<file path="src/hub_consts.svh">
`ifndef HUB_CONSTS_SVH
`define HUB_CONSTS_SVH

// register indices, byte address is four times the index
`define HUB_IDX_CUR 10'h00F
`define HUB_IDX_PON 10'h010
`define HUB_IDX_STAT 10'h011

// reset and default values
`define HUB_CUR_RST 8'h00
`define HUB_PON_RST 8'h00
`define HUB_CUR_DEF 8'h32

// status register field positions
`define HUB_STAT_SRC_LSB 0
`define HUB_STAT_CFGD_BIT 5
`define HUB_STAT_ATT_BIT 6
`define HUB_STAT_PGOOD_BIT 7

// times in ns
`define HUB_CLK_NS 50
`define HUB_STRAP_NS 1500
`define HUB_RECOVER_NS 500000
`define HUB_EE_NS 99500000
`define HUB_PON_UNIT_NS 2000000

// cycle counts, longest times rounded down
`define HUB_STRAP_CYC (`HUB_STRAP_NS / `HUB_CLK_NS)
`define HUB_RECOVER_CYC (`HUB_RECOVER_NS / `HUB_CLK_NS)
`define HUB_EE_CYC (`HUB_EE_NS / `HUB_CLK_NS)
`define HUB_PON_UNIT_CYC (`HUB_PON_UNIT_NS / `HUB_CLK_NS)

`endif

</file>
<file path="src/hub_pkg.sv">
package hub_pkg;

	typedef enum logic [3:0] {
		ST_SAMPLE  = 4'b0001,
		ST_RECOVER = 4'b0010,
		ST_EELOAD  = 4'b0100,
		ST_RUN     = 4'b1000
	} seq_state_e;

	typedef enum logic [2:0] {
		SRC_DEFAULT = 3'b001,
		SRC_STRAP   = 3'b010,
		SRC_EEPROM  = 3'b100
	} cfg_src_e;

	typedef struct packed {
		seq_state_e  state;
		cfg_src_e    src;
		logic [20:0] cnt;
		logic [7:0]  cur;
		logic [7:0]  pon;
		logic [1:0]  strap;
		logic [1:0]  led_oe;
		logic [1:0]  led_out;
		logic        phy_en;
		logic        attach;
		logic        configured;
		logic [6:0]  dev_addr;
		logic        port_pwr;
		logic        port_good;
		logic [15:0] pon_div;
		logic [7:0]  pon_cnt;
		logic        ee_start;
		logic        tt_clear;
		logic        req_done;
		logic [31:0] prdata;
		logic        pready;
	} seq_s;

endpackage

</file>
<file path="src/hub_reset_config_sequencer.sv">
// Implementation choice: the APB slave port.
`timescale 1ns/1ns
`include "hub_consts.svh"

// Overview of operation
// - hold 8-bit controller current, 2 mA units
// - hold 8-bit port power delay, 2 ms units
// - undefined register reads return zero
// - undefined register writes ignored, no error
// - strap mode uses defaults for unstrapped settings
// - sample indicator pins after reset release
// - indicator polarity opposite to strap level
// - reset removes port power, transceivers off
// - reset restores defaults, indicators off
// - operational within 500 us of release
// - then start eeprom load when selected
// - eeprom load finishes within 99.5 ms
// - strap mode outputs inactive within 1.5 us
// - attach within 100 ms of configuration
// - host requests complete within 5 ms
// - bus reset clears address, config, power
module hub_reset_config_sequencer #(
	parameter int RECOVER_CYC  = `HUB_RECOVER_CYC,
	parameter int EE_CYC       = `HUB_EE_CYC,
	parameter int PON_UNIT_CYC = `HUB_PON_UNIT_CYC
) (
	input  wire logic        pclk,
	input  wire logic        presetn,
	input  wire logic        psel,
	input  wire logic        penable,
	input  wire logic        pwrite,
	input  wire logic [11:0] paddr,
	input  wire logic [31:0] pwdata,
	output logic [31:0]      prdata,
	output logic             pready,
	output logic             pslverr,
	input  wire logic [1:0]  cfg_sel,
	input  wire logic [1:0]  gr_strap,
	input  wire logic [1:0]  led_req,
	output logic [1:0]       led_out,
	output logic [1:0]       led_oe,
	output logic             ee_start,
	input  wire logic        ee_wr_valid,
	input  wire logic [7:0]  ee_wr_addr,
	input  wire logic [7:0]  ee_wr_data,
	input  wire logic        ee_done,
	output logic             phy_enable,
	output logic             usb_attach,
	input  wire logic        usb_bus_reset,
	output logic             tt_clear,
	input  wire logic        host_req,
	output logic             host_req_done,
	input  wire logic        host_set_addr,
	input  wire logic [6:0]  host_addr,
	input  wire logic        host_set_config,
	input  wire logic        host_port_power_on,
	input  wire logic        host_port_power_off,
	output logic             downstream_port_power_enable,
	output logic             port_power_good,
	output logic [6:0]       usb_dev_addr,
	output logic             hub_configured
);

	hub_pkg::seq_s s_q;
	hub_pkg::seq_s s_d;
	logic          apb_wr;
	logic [9:0]    apb_idx;
	logic          apb_aligned;

	assign apb_idx     = paddr[11:2];
	assign apb_aligned = (paddr[1:0] == 2'h0);
	assign apb_wr      = psel & penable & s_q.pready & pwrite;

	always_comb begin
		s_d          = s_q;
		s_d.ee_start = 1'b0;
		s_d.tt_clear = 1'b0;
		s_d.req_done = 1'b0;
		s_d.pready   = 1'b0;
		s_d.prdata   = 32'h0000_0000;
		case (s_q.state)
			hub_pkg::ST_SAMPLE: begin
				case (cfg_sel)
					2'b00: s_d.src = hub_pkg::SRC_DEFAULT;
					2'b01: s_d.src = hub_pkg::SRC_STRAP;
					default: s_d.src = hub_pkg::SRC_EEPROM;
				endcase
				s_d.strap = gr_strap;
				s_d.led_oe  = 2'b11;
				s_d.led_out = gr_strap;
				if (cfg_sel[1] == 1'b0) begin
					s_d.cur = `HUB_CUR_DEF;
				end
				s_d.cnt   = 21'h0;
				s_d.state = hub_pkg::ST_RECOVER;
			end
			hub_pkg::ST_RECOVER: begin
				s_d.cnt = s_q.cnt + 21'h1;
				if (s_q.cnt == 21'(RECOVER_CYC - 2)) begin
					s_d.cnt = 21'h0;
					if (s_q.src == hub_pkg::SRC_EEPROM) begin
						s_d.ee_start = 1'b1;
						s_d.state    = hub_pkg::ST_EELOAD;
					end else begin
						s_d.phy_en = 1'b1;
						s_d.attach = 1'b1;
						s_d.state  = hub_pkg::ST_RUN;
					end
				end
			end
			hub_pkg::ST_EELOAD: begin
				s_d.cnt = s_q.cnt + 21'h1;
				if (ee_wr_valid) begin
					if ({2'h0, ee_wr_addr} == `HUB_IDX_CUR) begin
						s_d.cur = ee_wr_data;
					end
					if ({2'h0, ee_wr_addr} == `HUB_IDX_PON) begin
						s_d.pon = ee_wr_data;
					end
				end
				if (ee_done || s_q.cnt == 21'(EE_CYC - 1)) begin
					s_d.cnt = 21'h0;
					s_d.phy_en = 1'b1;
					s_d.attach = 1'b1;
					s_d.state  = hub_pkg::ST_RUN;
				end
			end
			hub_pkg::ST_RUN: begin
				s_d.req_done = host_req;
				if (host_set_addr) begin
					s_d.dev_addr = host_addr;
				end
				if (host_set_config) begin
					s_d.configured = 1'b1;
				end
				if (host_port_power_on) begin
					s_d.port_pwr  = 1'b1;
					s_d.port_good = 1'b0;
					s_d.pon_cnt   = s_q.pon;
					s_d.pon_div   = 16'h0000;
				end else if (s_q.port_pwr && !s_q.port_good) begin
					if (s_q.pon_cnt == 8'h00) begin
						s_d.port_good = 1'b1;
					end else if (s_q.pon_div == 16'(PON_UNIT_CYC - 1)) begin
						s_d.pon_div = 16'h0000;
						s_d.pon_cnt = s_q.pon_cnt - 8'h01;
					end else begin
						s_d.pon_div = s_q.pon_div + 16'h0001;
					end
				end
				if (host_port_power_off) begin
					s_d.port_pwr  = 1'b0;
					s_d.port_good = 1'b0;
				end
				if (usb_bus_reset) begin
					s_d.dev_addr   = 7'h00;
					s_d.configured = 1'b0;
					s_d.port_pwr   = 1'b0;
					s_d.port_good  = 1'b0;
					s_d.tt_clear   = 1'b1;
				end
			end
			default: begin
				s_d.state = hub_pkg::ST_SAMPLE;
			end
		endcase
		if (s_q.state != hub_pkg::ST_SAMPLE) begin
			s_d.led_out = (led_req & {2{s_q.state == hub_pkg::ST_RUN}}) ^ s_q.strap;
		end
		// answer in the first access cycle
		if (psel && !penable) begin
			s_d.pready = 1'b1;
			if (!pwrite && apb_aligned) begin
				case (apb_idx)
					`HUB_IDX_CUR: s_d.prdata = {24'h00_0000, s_q.cur};
					`HUB_IDX_PON: s_d.prdata = {24'h00_0000, s_q.pon};
					`HUB_IDX_STAT: s_d.prdata = {24'h00_0000, s_q.port_good, s_q.attach,
						s_q.configured, 2'b00, s_q.src};
					default: s_d.prdata = 32'h0000_0000;
				endcase
			end
		end
		if (apb_wr && apb_aligned && apb_idx == `HUB_IDX_CUR) begin
			s_d.cur = pwdata[7:0];
		end
		if (apb_wr && apb_aligned && apb_idx == `HUB_IDX_PON) begin
			s_d.pon = pwdata[7:0];
		end
	end

	always_ff @(posedge pclk or negedge presetn) begin
		if (!presetn) begin
			s_q       <= '0;
			s_q.state <= hub_pkg::ST_SAMPLE;
			s_q.src   <= hub_pkg::SRC_DEFAULT;
			s_q.cur   <= `HUB_CUR_RST;
			s_q.pon   <= `HUB_PON_RST;
		end else begin
			s_q <= s_d;
		end
	end

	assign prdata                       = s_q.prdata;
	assign pready                       = s_q.pready;
	assign pslverr                      = 1'b0;
	assign led_out                      = s_q.led_out;
	assign led_oe                       = s_q.led_oe;
	assign ee_start                     = s_q.ee_start;
	assign phy_enable                   = s_q.phy_en;
	assign usb_attach                   = s_q.attach;
	assign tt_clear                     = s_q.tt_clear;
	assign host_req_done                = s_q.req_done;
	assign downstream_port_power_enable = s_q.port_pwr;
	assign port_power_good              = s_q.port_good;
	assign usb_dev_addr                 = s_q.dev_addr;
	assign hub_configured               = s_q.configured;

	logic undef_idx;
	assign undef_idx = !apb_aligned || (apb_idx != `HUB_IDX_CUR && apb_idx != `HUB_IDX_PON
		&& apb_idx != `HUB_IDX_STAT);
endmodule

</file>
<file path="config.mk">
export PLATFORM = sky130hd
export DESIGN_NAME = hub_reset_config_sequencer
export DESIGN_NICKNAME = d
export VERILOG_FILES = /design/src/hub_pkg.sv /design/src/hub_reset_config_sequencer.sv
export VERILOG_INCLUDE_DIRS = /design/src
export SDC_FILE = /design/constraint.sdc
export NUM_CORES = 1
export LEC_CHECK = 0
export ABC_AREA = 1
export BUFFER_PORTS_ARGS = -buffer_cell sky130_fd_sc_hd__buf_4
export CORE_MARGIN = 2
export CORE_UTILIZATION = 59
export DETAILED_ROUTE_END_ITERATION = 12
export PLACE_DENSITY = 0.86
export SYNTH_ARGS = -nofsm -noshare
export SYNTH_HDL_FRONTEND = slang
export SYNTH_SLANG_ARGS = --single-unit
</file>
<file path="constraint.sdc">
create_clock -name pclk -period 3.95 [get_ports pclk]
set_clock_uncertainty 0.1 [all_clocks]
set_input_delay 0.395 -clock pclk [delete_from_list [all_inputs] [get_ports pclk]]
set_output_delay 0.395 -clock pclk [all_outputs]
set_load 0.05 [all_outputs]
</file>
==> flow_results.org <==
** Floorplanning
- In this run the standard cell core region covers 9820 um^2.
- The die covers approximately 11000 um^2.
- Num ports :: around 140
- Std cell rows :: 36
- For this configuration, the core starts out at a cell density of 61.0%.
- From bottom edge to top edge, the die measures approximately 100 um.
- Die X-Extent :: 105 um

** Layout
- At the end of the flow, the number of nets in the layout was a little under 1000.
- In the final layout, the share of cells above drive strength 1 is about 17%.
- The multi-input combinational cells in the finished layout cover a total of just under 3000 um^2.
- Sequential cell area in the final layout :: approximately 2400 um^2
- Number of filler instances in the final layout :: slightly below 900
- 0 antenna diodes ended up in the layout.
- The area growth from synthesis to layout is 12.1%.

** Power
- Overall Power :: around 1900 uW
- In this run the static leakage power is 0.00349 uW.
- Worst-case vdd ir drop :: about 0.17 mV
- For this design the ratio of total power to cell area is 284 nW/um^2.

** Routing
- The first TritonRoute pass finished after 5 iterations.
- Iteration-0 DRC count of the detailed router :: between 300 and 400
- In this run the top signal layer used is met4.
- The detailed router put a total of between 6000 and 7000 um of wire on met1.
- Via density per instance :: approximately 5
- Total number of vias :: around 5300
- Wires add up to between 10000 and 15000 um.
- DRC violations left :: 0
- After detailed routing, the average wire length per cell comes to between 10 and 15 um.
- In this run the remaining antenna-violating nets after routing total 0.
- Sum of met3 wire segment lengths after detailed routing :: about 750 um
- Wire segments on met2 add up to 6400 um in the final route.

** Timing
- For the pin with the worst max-slew slack, the measured transition is 831 ps.
- The worst path in the final design needs a cycle of 1900 ps, including I/O delays and setup.
- Relative slew slack :: 44.6%
- Highest Clock Rate :: 527 MHz
- Total of endpoints with negative setup slack in the final report :: 0
- The number of pins exceeding their max-slew limit in the final report came to 0.
- RSZ-0062 raised after global routing :: no
- Final Cycle Share :: 48.0%
- Adding up every negative setup slack in the final design gives 0 ps.
- Number of hold violations in the final report :: 0

** Global route
- The via count of the first global-routing pass was about 4800.
- Total overflow reported by the global router :: 0
- The number of antenna violations at the first check in global routing is 0.
- Wire length of the first global-routing pass :: ~23000 um
- Maximum number of pins on one net before global-route repair :: slightly below 70
- GRT Resource Usage Total :: around 26%

** Worst setup path
- STA puts the critical path data required time at a little over 4000 ps.
- WS Path Type :: in -> reg
- STA puts the critical path data arrival time at 2070 ps.
- The worst setup path is captured at a flop.
- In this run the worst setup path begins at paddr[9].
- Crit path capture :: s_q[79]$_DFFE_PN0P_
- Kind of start point of the critical path :: input pin
- Measured in cells, the most critical reg-to-reg path has a length of 8.
- Top fanout value on the critical path :: 16
- For flop-to-flop paths, the worst setup slack is roughly 2100 ps.
- FF-to-FF Start :: s_q[119]$_DFFE_PN0P_
- In this run the critical register-to-register path is captured at s_q[87]$_DFFE_PN0P_.

** Clock tree
- Counting every sink on the clock net gives 96.
- Total CTS buffers :: 9
- Source-to-sink clock delay at the later pin of the worst-skew pair :: around 370 ps
- Deepest level of the CTS H-tree :: 3
- After clock tree synthesis, the setup repair step added 0 buffers.
- After clock tree synthesis, the repair step resized 0 gates.
- In this run, post-CTS hold repair placed 0 buffers.
- No sink is reached through more buffers than the 2 on the longest clock path.
- Clock-pin transition on the worst setup and hold timing paths :: approximately 110 ps
- TritonCTS built the clock tree.
- The cell sitting at the root of the clock tree is a sky130_fd_sc_hd__clkbuf_8.

** Min path
- Path type of the worst min-delay path :: in -> async

** Synth
- In this run, synthesis produced a sequential element count of 96.
- Summing the sequential cell areas from Yosys gives 40.2% of the chip area.
- Simple-gate portion of the synthesized area :: between 30% and 40%
- The synthesized netlist devotes about 1.0% of its cell area to adder and majority cells.
- The synthesized netlist devotes about 5.2% of its cell area to compound gates.
- After Yosys synthesis, XOR and XNOR cells account for under 10% of the synthesized area.
- In the synthesized netlist, the number of instances is roughly 830.
- Most frequently used flop master after synthesis :: sky130_fd_sc_hd__dfrtp_1
- Total standard cell area after synthesis :: approximately 6000 um^2
- Yosys mapped a number of flops with a built-in enable equal to 0.
- Averaged over all synthesized cells, the footprint is a little over 7 um^2.
- Counting distinct cell types in the post-synthesis netlist gives 45.
- Main combinational cell family by area after synthesis :: simple AND/OR/NAND/NOR gates
- After synthesis, the share of cell area in mux cells is 0%.
- Syn. warnings :: 0
- Asr flop ratio synth :: 100%

** Outcome
- Run status :: finished clean

** Placement
- Number of buffers inserted by port buffering :: 89
- Routability-driven placement finished with a final weighted congestion of 0.945.
- The wire-length estimate of the detail-placed layout is roughly 10000 um.

** Flow run
- Max-Cap Viols :: 0
-- kinds of logic (layout without fill, tap and decap cells) --
kind of cell | Yosys count | after routing
and+or+nand+nor | 511 | 511
buffers and inverters | 143 | 191
DFF | 96 | 96
AOI/OAI and AO/OA | 56 | 56
xor gates and xnor gates | 20 | 20
adders and majority gates | 5 | 5
other | 1 | 25
-- worst min path at each step --
stage                                               endpoint  cells past startpoint                start
floorplan           downstream_port_power_enable$_DFFE_PN0P_                      0              presetn
global placement                         s_q[76]$_DFFE_PN0P_                      2  s_q[76]$_DFFE_PN0P_
detailed placement                       s_q[76]$_DFFE_PN0P_                      2  s_q[76]$_DFFE_PN0P_
CTS                                      s_q[41]$_DFFE_PN0P_                      1              presetn
global route                     usb_dev_addr[3]$_DFFE_PN0P_                      1              presetn
finish                           usb_dev_addr[6]$_DFFE_PN0P_                      1              presetn
-- metal layers --
metal / track usage [%] / vias up
li1: - / 2698
met1: 36.8 / 2421
met2: 40.3 / 174
met3: 2.74 / 24
met4: 8.57 / 0
met5: 0 / -
-- critical path, cell delays in order --
cell                      delay (ps)
sky130_fd_sc_hd__buf_4           110
sky130_fd_sc_hd__nor2_1          180
sky130_fd_sc_hd__nand2_1          90
sky130_fd_sc_hd__nor2_2          480
sky130_fd_sc_hd__nand3_2         410
sky130_fd_sc_hd__or2_0           310
sky130_fd_sc_hd__nand2_1          70
sky130_fd_sc_hd__inv_1            30
-- cell usage in the layout, fill, tap and decap left out, drive strengths merged, types with 2 or more instances in the layout --
master	count
nand2	269
nor2	107
dfrtp	94
nand3	94
buf	92
inv	85
o21ai	34
conb	25
xor2	18
nand4	16
a21oi	12
nor3	10
clkbuf	9
or2	7
ha	5
o211a	3
clkinv	3
o211ai	2
nor4	2
and3	2
xnor2	2
dfstp	2
-- where the power goes --
| group | internal (uW) | leakage [uW] | switching [uW] |
|---|---|---|---|
| logic | 63.6 | 0.00213 | 144 |
| clock network | 306 | 0.000104 | 384 |
| registers | 996 | 0.00126 | 9.23 |
-- cells in the mapped netlist, drive strengths merged (3+ instances only) --
| cell type | instances | area share (%) |
|---|---|---|
| nand2 | 269 | 18 |
| a21oi | 12 | 1.0 |
| dfrtp | 94 | 39 |
| nand4 | 16 | 1.8 |
| nor3 | 10 | 0.92 |
| ha | 5 | 1.0 |
| or2 | 7 | 0.73 |
| o21ai | 34 | 2.8 |
| xor2 | 18 | 2.6 |
| inv | 82 | 5.2 |
| nor2 | 107 | 7.9 |
| buf | 58 | 7.1 |
| nand3 | 94 | 8.3 |
| o211a | 3 | 0.50 |
-- cell type report --
cell class                      count  area share, %
Clock buffer                        9           1.85
Tap cell                          133           2.48
Sequential cell                    96           35.8
Clock inverter                      7           1.29
Timing Repair Buffer               92           10.3
Multi-Input combinational cell    617           43.5
Inverter                           83           4.72
-- per-stage QoR --
step                utilization [%]  area, um^2  cells  hold slack, ps  setup WS [ps]
finish                         68.3        6710   1037            9.87           2050
global route                   68.3        6710   1037            77.8           1840
CTS                            68.3        6710   1037            45.1           2050
detailed placement             66.2        6500   1021             392           1680
global placement               66.2        6500   1021             380           1700
floorplan                         -        6080    856          -0.591           2320
-- sequential cells by signal (all words and copies together) (netlist names) --
| signal | cells |
|---|---|
| led_out | 2 |
| pready | 1 |
| downstream_port_power_enable | 1 |
| tt_clear | 1 |
| prdata | 8 |
| ee_start | 1 |
| phy_enable | 1 |
| host_req_done | 1 |
| port_power_good | 1 |
| hub_configured | 1 |
| usb_dev_addr | 7 |
| led_oe | 1 |
| s_q | 70 |
(Power assumes the default switching activity.)
